File: config.mk
export PLATFORM = sky130hd
export DESIGN_NAME = obcd_top
export DESIGN_NICKNAME = d
export VERILOG_FILES = /design/src/obcd_pkg.sv /design/src/obcd_cfg_if.sv /design/src/obcd_top.sv /design/src/obcd_decoder.sv
export VERILOG_INCLUDE_DIRS = /design/src
export SDC_FILE = /design/constraint.sdc
export NUM_CORES = 1
export LEC_CHECK = 0
export BUFFER_PORTS_ARGS = -buffer_cell sky130_fd_sc_hd__buf_4
export CAP_MARGIN = 20
export CORE_AREA = 2 2 85 87
export DETAILED_ROUTE_END_ITERATION = 8
export DIE_AREA = 0 0 87 89
export MAX_ROUTING_LAYER = met4
export PLACE_DENSITY_LB_ADDON = 0.15
export SETUP_SLACK_MARGIN = 0.1
export SYNTH_ARGS = -nofsm -noshare
export SYNTH_HDL_FRONTEND = slang
export SYNTH_HIERARCHICAL = 1
export SYNTH_SLANG_ARGS = --single-unit
File: constraint.sdc
create_clock -name aclk -period 4.09 [get_ports aclk]
set_input_delay 0.2045 -clock aclk [delete_from_list [all_inputs] [get_ports aclk]]
set_output_delay 0.2045 -clock aclk [all_outputs]
set_load 0.02 [all_outputs]
File: src/obcd_consts.svh
// constants for the option byte configuration decoder: offsets, fields, reset values, counts
`ifndef OBCD_CONSTS_SVH
`define OBCD_CONSTS_SVH

// register byte offsets
`define OBCD_OFF_OPT0 8'h00
`define OBCD_OFF_OPT1 8'h04
`define OBCD_OFF_STATUS 8'h08
`define OBCD_OFF_CMD 8'h0C

// erased non-volatile content
`define OBCD_ERASED_BYTE 8'hFF

// option byte 0 field positions
`define OBCD_B0_HALT_RST 7
`define OBCD_B0_WATCHDOG_SOFTWARE_ACTIVATION 6
`define OBCD_B0_CLK_SEL 5
`define OBCD_B0_VD_HI 4
`define OBCD_B0_VD_LO 3
`define OBCD_B0_RST_LEN 2
`define OBCD_B0_DIV 1
`define OBCD_B0_PROT 0

// option byte 1 field positions
`define OBCD_B1_PKG_HI 7
`define OBCD_B1_PKG_LO 5
`define OBCD_B1_MCO_HI 1
`define OBCD_B1_MCO_LO 0

// field codes
`define OBCD_VD_BOTH 2'h0
`define OBCD_VD_LOW_ONLY 2'h1
`define OBCD_PKG_32 3'h0
`define OBCD_PKG_44 3'h1
`define OBCD_MCO_LOW 2'h1
`define OBCD_MCO_HIGH 2'h2

// reset phase lengths in cpu cycles
`define OBCD_RST_LONG 13'h1000
`define OBCD_RST_SHORT 13'h0100

// command and status bits
`define OBCD_CMD_ERASE 0
`define OBCD_ST_BUSY 16
`define OBCD_ST_PROG 17
`define OBCD_ST_TEST 18

// axi responses
`define OBCD_RESP_OKAY 2'h0
`define OBCD_RESP_SLVERR 2'h2
`define OBCD_RESP_DECERR 2'h3

`endif

File: src/obcd_pkg.sv
// types shared by the option byte configuration decoder
package obcd_pkg;
   typedef enum logic [1:0] {
      OBCD_ER_IDLE,
      OBCD_ER_MEM,
      OBCD_ER_OPT
   } obcd_erase_state_t;
endpackage : obcd_pkg

File: src/obcd_cfg_if.sv
// interface carrying raw option bytes in and decoded settings out of the decoder
`timescale 1ns/1ps
`default_nettype none
interface obcd_cfg_if;
   logic [7:0] opt_byte0;
   logic [7:0] opt_byte1;
   logic halt_reset_when_watchdog_on;
   logic watchdog_software_activation;
   logic clock_source_select;
   logic low_voltage_detector;
   logic auxiliary_voltage_detector;
   logic [12:0] reset_phase_cycles;
   logic input_halving_divider;
   logic readout_protection_on;
   logic [2:0] package_select;
   logic package_reserved;
   logic motor_out_drive;
   logic motor_out_level;
   modport src (output opt_byte0, output opt_byte1,
                input halt_reset_when_watchdog_on, input watchdog_software_activation,
                input clock_source_select, input low_voltage_detector,
                input auxiliary_voltage_detector, input reset_phase_cycles,
                input input_halving_divider, input readout_protection_on,
                input package_select, input package_reserved,
                input motor_out_drive, input motor_out_level);
   modport dec (input opt_byte0, input opt_byte1,
                output halt_reset_when_watchdog_on, output watchdog_software_activation,
                output clock_source_select, output low_voltage_detector,
                output auxiliary_voltage_detector, output reset_phase_cycles,
                output input_halving_divider, output readout_protection_on,
                output package_select, output package_reserved,
                output motor_out_drive, output motor_out_level);
endinterface : obcd_cfg_if
`default_nettype wire

File: src/obcd_top.sv
// option byte configuration decoder: capture, decode, programming port and protection gate
`timescale 1ns/1ps
`default_nettype none
`include "obcd_consts.svh"
module obcd_top
   import obcd_pkg::*;
(
   input wire logic aclk,
   input wire logic aresetn,
   // axi4-lite slave
   input wire logic [7:0] s_axi_awaddr,
   input wire logic [2:0] s_axi_awprot,
   input wire logic s_axi_awvalid,
   output logic s_axi_awready,
   input wire logic [31:0] s_axi_wdata,
   input wire logic [3:0] s_axi_wstrb,
   input wire logic s_axi_wvalid,
   output logic s_axi_wready,
   output logic [1:0] s_axi_bresp,
   output logic s_axi_bvalid,
   input wire logic s_axi_bready,
   input wire logic [7:0] s_axi_araddr,
   input wire logic [2:0] s_axi_arprot,
   input wire logic s_axi_arvalid,
   output logic s_axi_arready,
   output logic [31:0] s_axi_rdata,
   output logic [1:0] s_axi_rresp,
   output logic s_axi_rvalid,
   input wire logic s_axi_rready,
   // mode pins from outside
   input wire logic in_circuit_programming_mode,
   input wire logic test_mode,
   // non-volatile store
   input wire logic [7:0] nv_opt_byte0,
   input wire logic [7:0] nv_opt_byte1,
   output logic nv_prog_valid,
   output logic nv_prog_index,
   output logic [7:0] nv_prog_data,
   output logic nv_opt_erase,
   output logic mem_erase_req,
   input wire logic mem_erase_done,
   // program memory access gate
   output logic pm_access_block,
   // decoded settings
   output logic halt_reset_when_watchdog_on,
   output logic watchdog_software_activation,
   output logic clock_source_select,
   output logic low_voltage_detector,
   output logic auxiliary_voltage_detector,
   output logic [12:0] reset_phase_cycles,
   output logic input_halving_divider,
   output logic readout_protection_on,
   output logic [2:0] package_select,
   output logic package_reserved,
   output logic motor_out_level,
   output logic motor_out_oe_n,
   output logic config_valid
);
   obcd_cfg_if cfg ();

   logic [7:0] opt0_q;
   logic [7:0] opt1_q;
   logic captured_q;
   logic icp_meta_q, icp_q;
   logic test_meta_q, test_q;
   obcd_erase_state_t erase_q, erase_d;

   // axi state
   logic aw_held_q, w_held_q;
   logic [7:0] awaddr_q;
   logic [7:0] wdata_q;
   logic wstrb0_q;
   logic bvalid_q;
   logic [1:0] bresp_q;
   logic rvalid_q;
   logic [1:0] rresp_q;
   logic [31:0] rdata_q;
   logic wr_fire;
   logic prog_ok;
   logic erase_start;

   // two-flop synchronisers for the mode pins
   always_ff @(posedge aclk) begin
      if (!aresetn) begin
         icp_meta_q <= 1'b0;
         icp_q <= 1'b0;
         test_meta_q <= 1'b0;
         test_q <= 1'b0;
      end else begin
         icp_meta_q <= in_circuit_programming_mode;
         icp_q <= icp_meta_q;
         test_meta_q <= test_mode;
         test_q <= test_meta_q;
      end
   end

   // bytes start as erased ones and load from the store once, at the first edge after release;
   // later programming changes the store but not these until the next reset
   always_ff @(posedge aclk) begin
      if (!aresetn) begin
         opt0_q <= `OBCD_ERASED_BYTE;
         opt1_q <= `OBCD_ERASED_BYTE;
         captured_q <= 1'b0;
      end else if (!captured_q) begin
         opt0_q <= nv_opt_byte0;
         opt1_q <= nv_opt_byte1;
         captured_q <= 1'b1;
      end
   end

   assign cfg.opt_byte0 = opt0_q;
   assign cfg.opt_byte1 = opt1_q;

   obcd_decoder u_decoder (
      .cfg (cfg)
   );

   assign halt_reset_when_watchdog_on = cfg.halt_reset_when_watchdog_on;
   assign watchdog_software_activation = cfg.watchdog_software_activation;
   assign clock_source_select = cfg.clock_source_select;
   assign low_voltage_detector = cfg.low_voltage_detector;
   assign auxiliary_voltage_detector = cfg.auxiliary_voltage_detector;
   assign reset_phase_cycles = cfg.reset_phase_cycles;
   assign input_halving_divider = cfg.input_halving_divider;
   assign readout_protection_on = cfg.readout_protection_on;
   assign package_select = cfg.package_select;
   assign package_reserved = cfg.package_reserved;
   assign motor_out_level = cfg.motor_out_level;
   assign motor_out_oe_n = ~cfg.motor_out_drive; // low while driving
   assign config_valid = captured_q;

   // protection locks program memory out in test and programming modes
   assign pm_access_block = cfg.readout_protection_on && (test_q || icp_q);

   // option byte and command writes are taken only in programming mode and with no erase running
   assign prog_ok = icp_q && (erase_q == OBCD_ER_IDLE);

   // write address and data channels are taken independently and held until both are in
   assign s_axi_awready = !aw_held_q && !bvalid_q;
   assign s_axi_wready = !w_held_q && !bvalid_q;
   assign wr_fire = aw_held_q && w_held_q && !bvalid_q;

   always_ff @(posedge aclk) begin
      if (!aresetn) begin
         aw_held_q <= 1'b0;
         awaddr_q <= 8'h00;
      end else if (s_axi_awvalid && s_axi_awready) begin
         aw_held_q <= 1'b1;
         awaddr_q <= s_axi_awaddr;
      end else if (wr_fire) begin
         aw_held_q <= 1'b0;
      end
   end

   always_ff @(posedge aclk) begin
      if (!aresetn) begin
         w_held_q <= 1'b0;
         wdata_q <= 8'h00;
         wstrb0_q <= 1'b0;
      end else if (s_axi_wvalid && s_axi_wready) begin
         w_held_q <= 1'b1;
         wdata_q <= s_axi_wdata[7:0];
         wstrb0_q <= s_axi_wstrb[0];
      end else if (wr_fire) begin
         w_held_q <= 1'b0;
      end
   end

   // write decode and response; a blocked option write gets slverr and changes nothing
   always_ff @(posedge aclk) begin
      if (!aresetn) begin
         bvalid_q <= 1'b0;
         bresp_q <= `OBCD_RESP_OKAY;
      end else if (wr_fire) begin
         bvalid_q <= 1'b1;
         unique case ({2'b00, awaddr_q[7:2]})
            `OBCD_OFF_OPT0 >> 2, `OBCD_OFF_OPT1 >> 2, `OBCD_OFF_CMD >> 2: begin
               bresp_q <= prog_ok ? `OBCD_RESP_OKAY : `OBCD_RESP_SLVERR;
            end
            `OBCD_OFF_STATUS >> 2: begin
               bresp_q <= `OBCD_RESP_OKAY; // read-only, write ignored
            end
            default: begin
               bresp_q <= `OBCD_RESP_DECERR;
            end
         endcase
      end else if (s_axi_bready) begin
         bvalid_q <= 1'b0;
      end
   end

   assign s_axi_bvalid = bvalid_q;
   assign s_axi_bresp = bresp_q;

   // programming strobe to the store, one cycle per accepted byte write
   always_ff @(posedge aclk) begin
      if (!aresetn) begin
         nv_prog_valid <= 1'b0;
         nv_prog_index <= 1'b0;
         nv_prog_data <= 8'h00;
      end else begin
         nv_prog_valid <= wr_fire && prog_ok && wstrb0_q &&
                          (awaddr_q == `OBCD_OFF_OPT0 || awaddr_q == `OBCD_OFF_OPT1);
         if (wr_fire) begin
            nv_prog_index <= (awaddr_q == `OBCD_OFF_OPT1);
            nv_prog_data <= wdata_q;
         end
      end
   end

   assign erase_start = wr_fire && prog_ok && wstrb0_q && (awaddr_q == `OBCD_OFF_CMD) &&
                        wdata_q[`OBCD_CMD_ERASE];

   // erase sequencer: with protection on, user memory goes first so code cannot be
   // extracted by clearing the protection bit alone
   always_comb begin
      erase_d = erase_q;
      unique case (erase_q)
         OBCD_ER_IDLE: begin
            if (erase_start) begin
               erase_d = cfg.readout_protection_on ? OBCD_ER_MEM : OBCD_ER_OPT;
            end
         end
         OBCD_ER_MEM: begin
            if (mem_erase_done) begin
               erase_d = OBCD_ER_OPT;
            end
         end
         OBCD_ER_OPT: begin
            erase_d = OBCD_ER_IDLE;
         end
      endcase
   end

   always_ff @(posedge aclk) begin
      if (!aresetn) begin
         erase_q <= OBCD_ER_IDLE;
      end else begin
         erase_q <= erase_d;
      end
   end

   assign mem_erase_req = (erase_q == OBCD_ER_MEM); // held until done
   assign nv_opt_erase = (erase_q == OBCD_ER_OPT); // one-cycle pulse

   // read channel: one read at a time, data one cycle after address
   assign s_axi_arready = !rvalid_q;

   always_ff @(posedge aclk) begin
      if (!aresetn) begin
         rvalid_q <= 1'b0;
         rresp_q <= `OBCD_RESP_OKAY;
         rdata_q <= 32'h0000_0000;
      end else if (s_axi_arvalid && s_axi_arready) begin
         rvalid_q <= 1'b1;
         rresp_q <= `OBCD_RESP_OKAY;
         rdata_q <= 32'h0000_0000;
         unique case ({2'b00, s_axi_araddr[7:2]})
            `OBCD_OFF_OPT0 >> 2: begin
               if (icp_q) begin
                  rdata_q <= {24'h00_0000, nv_opt_byte0};
               end else begin
                  rresp_q <= `OBCD_RESP_SLVERR;
               end
            end
            `OBCD_OFF_OPT1 >> 2: begin
               if (icp_q) begin
                  rdata_q <= {24'h00_0000, nv_opt_byte1};
               end else begin
                  rresp_q <= `OBCD_RESP_SLVERR;
               end
            end
            `OBCD_OFF_STATUS >> 2: begin
               // live decoded state, not the raw bytes
               rdata_q <= {13'h0000, test_q, icp_q, (erase_q != OBCD_ER_IDLE),
                           2'h0, captured_q, cfg.readout_protection_on, cfg.input_halving_divider,
                           cfg.low_voltage_detector, cfg.auxiliary_voltage_detector,
                           cfg.clock_source_select, cfg.watchdog_software_activation,
                           cfg.halt_reset_when_watchdog_on, cfg.package_reserved,
                           cfg.package_select, cfg.motor_out_drive, cfg.motor_out_level};
            end
            `OBCD_OFF_CMD >> 2: begin
               rdata_q <= 32'h0000_0000; // write-only
            end
            default: begin
               rresp_q <= `OBCD_RESP_DECERR;
            end
         endcase
      end else if (s_axi_rready) begin
         rvalid_q <= 1'b0;
      end
   end

   assign s_axi_rvalid = rvalid_q;
   assign s_axi_rresp = rresp_q;
   assign s_axi_rdata = rdata_q;
endmodule : obcd_top
`default_nettype wire

File: src/obcd_decoder.sv
// combinational decode of the two captured option bytes into settings
`timescale 1ns/1ps
`default_nettype none
`include "obcd_consts.svh"
module obcd_decoder
   import obcd_pkg::*;
(
   obcd_cfg_if.dec cfg
);
   logic [1:0] vd;
   logic [1:0] motor_output_reset_state;
   logic pll_sel;

   assign vd = cfg.opt_byte0[`OBCD_B0_VD_HI:`OBCD_B0_VD_LO];
   assign motor_output_reset_state = cfg.opt_byte1[`OBCD_B1_MCO_HI:`OBCD_B1_MCO_LO];
   assign pll_sel = ~cfg.opt_byte0[`OBCD_B0_CLK_SEL];

   // watchdog and clock fields pass straight through
   assign cfg.halt_reset_when_watchdog_on = cfg.opt_byte0[`OBCD_B0_HALT_RST];
   assign cfg.watchdog_software_activation = cfg.opt_byte0[`OBCD_B0_WATCHDOG_SOFTWARE_ACTIVATION];
   assign cfg.clock_source_select = cfg.opt_byte0[`OBCD_B0_CLK_SEL];
   assign cfg.input_halving_divider = ~cfg.opt_byte0[`OBCD_B0_DIV]; // 1 = divider in use
   assign cfg.readout_protection_on = ~cfg.opt_byte0[`OBCD_B0_PROT];

   // both 10 and 11 switch the detectors off
   assign cfg.low_voltage_detector = (vd == `OBCD_VD_BOTH) || (vd == `OBCD_VD_LOW_ONLY);
   assign cfg.auxiliary_voltage_detector = (vd == `OBCD_VD_BOTH);

   // the pll needs the long delay however the length bit is set
   assign cfg.reset_phase_cycles = (pll_sel || !cfg.opt_byte0[`OBCD_B0_RST_LEN]) ?
                                   `OBCD_RST_LONG : `OBCD_RST_SHORT;

   // package code; bits 4:2 of byte 1 are never looked at
   assign cfg.package_select = cfg.opt_byte1[`OBCD_B1_PKG_HI:`OBCD_B1_PKG_LO];
   assign cfg.package_reserved = !(cfg.package_select == `OBCD_PKG_32 ||
                                   cfg.package_select == `OBCD_PKG_44);

   // 00 and 11 leave the motor outputs floating
   assign cfg.motor_out_drive = (motor_output_reset_state == `OBCD_MCO_LOW) || (motor_output_reset_state == `OBCD_MCO_HIGH);
   assign cfg.motor_out_level = (motor_output_reset_state == `OBCD_MCO_HIGH);
endmodule : obcd_decoder
`default_nettype wire

# Word level (Yosys, flattened, before mapping)
# Cells that the tools add are included.
[totals]
out_inout_bits = 81
wordCells = 102
regBits = 90
inputBits = 84
[op_classes]
n_reduce_logical = 41
eq_ne = 16
bitwise = 4
mux = 20
[op_table]
columns = ["cell", "count"]
rows = [
  ["one-hot mux 19 bit (3 select lines)", 1],
  ["== test 6 x 2 -> 1 bit (second input constant)", 4],
  ["2-to-1 mux 8 bit", 2],
  ["logical AND 1 bit", 14],
  ["2-to-1 mux 13 bit", 1],
  ["== test 6 x 1 -> 1 bit (second input constant)", 2],
  ["logical NOT 6 bit", 2],
  ["2-to-1 mux 2 bit", 5],
  ["nonzero test 2 bit", 5],
  ["== test 8 x 3 -> 1 bit (second input constant)", 1],
  ["== test 8 x 4 -> 1 bit (second input constant)", 1],
  ["logical NOT 8 bit", 1],
  ["2-to-1 mux 1 bit", 8],
  ["one-hot mux 2 bit (2 select lines)", 2],
  ["== test 2 x 1 -> 1 bit (second input constant)", 3],
  ["logical NOT 1 bit", 6],
  ["logical OR 1 bit", 6],
  ["one-hot mux 2 bit (3 select lines)", 1],
  ["== test 2 bit (second input constant)", 2],
  ["logical NOT 2 bit", 2],
  ["NOT 1 bit", 4],
  ["OR reduction 2 bit", 2],
  ["== test 3 x 1 -> 1 bit (second input constant)", 1],
  ["logical NOT 3 bit", 1],
  ["other kinds (4)", 4],
]

# Logic depth before layout (Yosys ltp)
[logic_depth]
depth_word = 8
mapped_depth = 6
depth_no_buf = 6

# Modules after synthesis
# The synthesis kept the hierarchy.
[by_module_without_submodules]
columns = ["mod", "area_each_um2", "cells_each", "n_inst"]
rows = [
  ["obcd_top", 3076.7, 338, 1],
  ["obcd_decoder", 182.7, 28, 1],
]

# Worst setup path after synthesis
# OpenSTA, ideal clock, no wires.
[synth_path]
path_type = "register -> register"
from = "reg awaddr_q[7]"
to = "reg erase_q[0]"
setup_time_ns = 0.072
path_buffers = 0
setup_slack_ns = 2.523
arrival_ns = 1.496
stages_incl_launch_ff = 5
period_less_slack_ns = 1.567
cell_sequence = "dfxtp_1 or4_4 o41ai_2 o221a_2 mux2i_1"
[synth_via]
elab_chain_cells = 5
[synth_lines]
columns = ["item", "line", "rtl"]
rows = [
  ["start: declaration", "obcd_top.sv:70", "logic [7:0] awaddr_q;"],
  ["start signal: assignment", "obcd_top.sv:149", "awaddr_q <= s_axi_awaddr;"],
  ["== test 8 x 4 -> 1 bit (no line)", "--", ""],
  ["logical AND 1 bit (2 in a row)", "obcd_top.sv:211", "assign erase_start = wr_fire && prog_ok && wstrb0_q && (awaddr_q == `OBCD_OFF_CMD) &&"],
  ["inequality test 2 bit (no line)", "--", ""],
  ["AND reduction 2 bit (no line)", "--", ""],
  ["end signal: assignment", "obcd_top.sv:239", "erase_q <= erase_d;"],
  ["end: declaration", "obcd_top.sv:66", "obcd_erase_state_t erase_q, erase_d;"],
]
# Every way passes these cells.
# A chain may end at the register's enable or synchronous reset.

# Worst setup path in the final report
[layout_path]
from = "reg captured_q, in the netlist config_valid"
to = "out config_valid"
[layout_lines]
columns = ["item", "line", "rtl"]
rows = [
  ["start: declaration", "obcd_top.sv:63", "logic captured_q;"],
  ["start signal: assignment", "obcd_top.sv:103", "captured_q <= 1'b0;"],
  ["start signal: assignment", "obcd_top.sv:107", "captured_q <= 1'b1;"],
  ["end: declaration", "obcd_top.sv:57", "output logic config_valid"],
]
# No word-level cell between the ends.

==> summary.md <==
| Metric | Value |
|---|---|
| Later-pin clock latency in the skew report | `0.34 ns` |
| Critical Path Sink Type | `output port` |
| Origin of the worst setup path | `config_valid` |
| Hold wc startpoint | `test_mode` |
| CTS max path bufs | `2` |
| Antenna Cells | `0` |
| Clock power share | `0.365` |
| Hold Crit Depth | `2` |
| H-tree Lvls | `3` |
| Maxcap violations | `0` |
| Final hold violations | `0` |
| Clk slew on worst S/H paths | `0.07 ns` |
| Worst Path Buf+Inv | `1` |
| Placed inst area | `3820 sq um` |
| GPL Wtd Cong | `0.843` |
| Gr ovfl total | `0` |
| Reg2Reg Depth | `4` |
| WP data required | `3.89 ns` |
| Number of global-route vias before repair | `2,457` |
| RSZ-0062 raised after global routing | `no` |
| Vias post-DR | `2,621` |
| CTS Buf Count | `9` |
| Sequential Power Share | `0.500` |
| Postcts setup bufs | `0` |
| Startpoint types | `flop` |
| Internal power | `1110 uW` |
| Critical-path cell list | `buf_4` |
| R2r setup slk | `2.38 ns` |
| Row count | `30` |
| Crit-path slowest cell | `dfxtp_1` |
| DP Cell Count | `515` |
| HP Class | `in2reg` |
| Hold Buf Count CTS | `0` |
| DP HPWL | `5090 microns` |
| Initial antenna violation count | `0` |
| Initial Util | `0.470` |
| Buffers on Ports | `103` |
| Largest stage delay, worst path | `0.94 ns` |
| Power per cell area | `375 nW/um^2` |
| Worst Path Arrival | `1.55 ns` |
| Layout cells sized above 1 | `0.275` |
| Critical R2R Launch | `awaddr_q[7]` |
| First-pass GRT wire length | `11,300 microns` |
| Critical path fanouts, max | `15` |
| Die W | `87 microns` |
| Drt total wl | `7140 microns` |
| Largest net degree at the start of global routing | `70` |
| Post-cts resize count | `0` |
| Worst rel slew slack | `0.373` |
| Detail Route Antenna Nets | `0` |
| Net Sw Frac | `0.261` |
| Num ports | `165` |
| Final Max Tran Viols | `0` |
| Worst path top cell family by delay | `flip-flops` |
| Crit path depth | `1` |
| Synth warn | `6` |
| Net Sw Power | `393 uW` |
| CTS tree | `yes` |
| Final non-filler cell total | `531` |
| Total track usage | `0.191` |
| Comb pwr share | `0.135` |
| Wire per inst | `13.4 microns` |
| Crit share post-route | `0.428` |
| Mapped cell area | `3160 sq um` |
| # DRC | `0` |
| RR Endpoint | `erase_q[0]` |
| Run status | `finished, final reports clean` |
| Tightest Pin Transition | `0.939 ns` |
| Clock sinks | `72` |
| Achievable frequency | `0.571 GHz` |
| Core ar. | `6720 sq um` |
| Avg Cell Area, Syn | `8.85 sq um` |
| VDD IR-drop max | `171 uV` |
| Filler cell count in the final layout | `626` |
| Drt initial violations | `128` |
| WHS Endpoint | `test_meta_q` |
| Pleak | `0.00185 uW` |
| Nets | `534` |
| Final min period | `1.75 ns` |
| Setup Skew | `0.0105 ns` |
| # setup viols final | `0` |
| Critical path class | `reg2out` |
| Final instance area | `4020 sq um` |
| Die H | `89 microns` |
| Root Buffer | `clkbuf_8` |
| Total Neg Setup Slack | `0 ns` |
| Total Die Area | `7740 sq um` |
| Pre-antenna DRT Iters | `4` |
| Vias per inst | `4.94` |
| Post-Synthesis Cells | `357` |
| Synth-to-Final Area Change | `27.1%` |
[power groups by stage]
stage               clock (uW)  combinational (uW)  sequential (uW)
finish                     550                 203              754
global route               592                 223              759
CTS                        563                 203              754
detailed placement           0                 203              770
global placement             0                 201              769
floorplan                    0                 141              767
[registers in the layout, indices dropped and copies added (netlist names), 2 cells and up]
signal         count
nv_prog_data       8
cfg.opt_byte1      5
erase_q            2
awaddr_q           8
s_axi_rdata       17
s_axi_bresp        2
s_axi_rresp        2
wdata_q            8
cfg.opt_byte0      8
[routing by layer]
metal,GRT usage,wire length [microns],vias to the layer above
met1,0.240,3300,1202
met4,0.0696,102,0
met5,-,0,-
met2,0.307,3380,96
met3,0.0360,364,12
li1,-,-,1311
[cell type report]
type,count,area [sq um],area share
timing repair buffer,104,781,0.194
multi-input combinational,239,1420,0.354
clock inverter,5,56.3,0.0140
sequential,72,1440,0.359
clock buffer,11,141,0.0352
inverter,20,75.1,0.0187
tap,80,100,0.0249
[worst max-delay path by stage]
stage	end	slack (ns)
after floorplan	erase_q[0]	2.52
after detailed placement	s_axi_rdata[7]	2.25
final	config_valid	2.34
after global placement	s_axi_rdata[2]	2.27
after global routing	config_valid	2.26
after CTS	config_valid	2.33
[metrics by stage]
step,power (uW),setup WS [ns],util,hold WS [ns]
after detailed placement,973,2.25,0.568,0.424
after global placement,970,2.27,0.568,0.414
after CTS,1520,2.33,0.598,0.0736
after global routing,1570,2.26,0.598,0.0778
final,1510,2.34,0.598,0.0840
after floorplan,908,2.52,-,0.232
[layout by cell type (no fill, tap or decap), types with 2 or more instances in the layout]
master,n
and3_1,2
dfxtp_1,72
o21ai_0,5
nand2b_1,2
nor2_1,4
a21boi_0,30
and2_1,8
nand4_1,2
o221ai_1,8
nor4_1,2
buf_4,104
mux2i_1,15
a22oi_1,17
o211a_1,3
nand3_1,3
nor2b_1,11
nand3b_1,2
ha_1,4
inv_1,20
clkinv_2,2
conb_1,26
nand2_1,83
clkbuf_8,10
No activity file was read; power rests on OpenSTA's default activity.
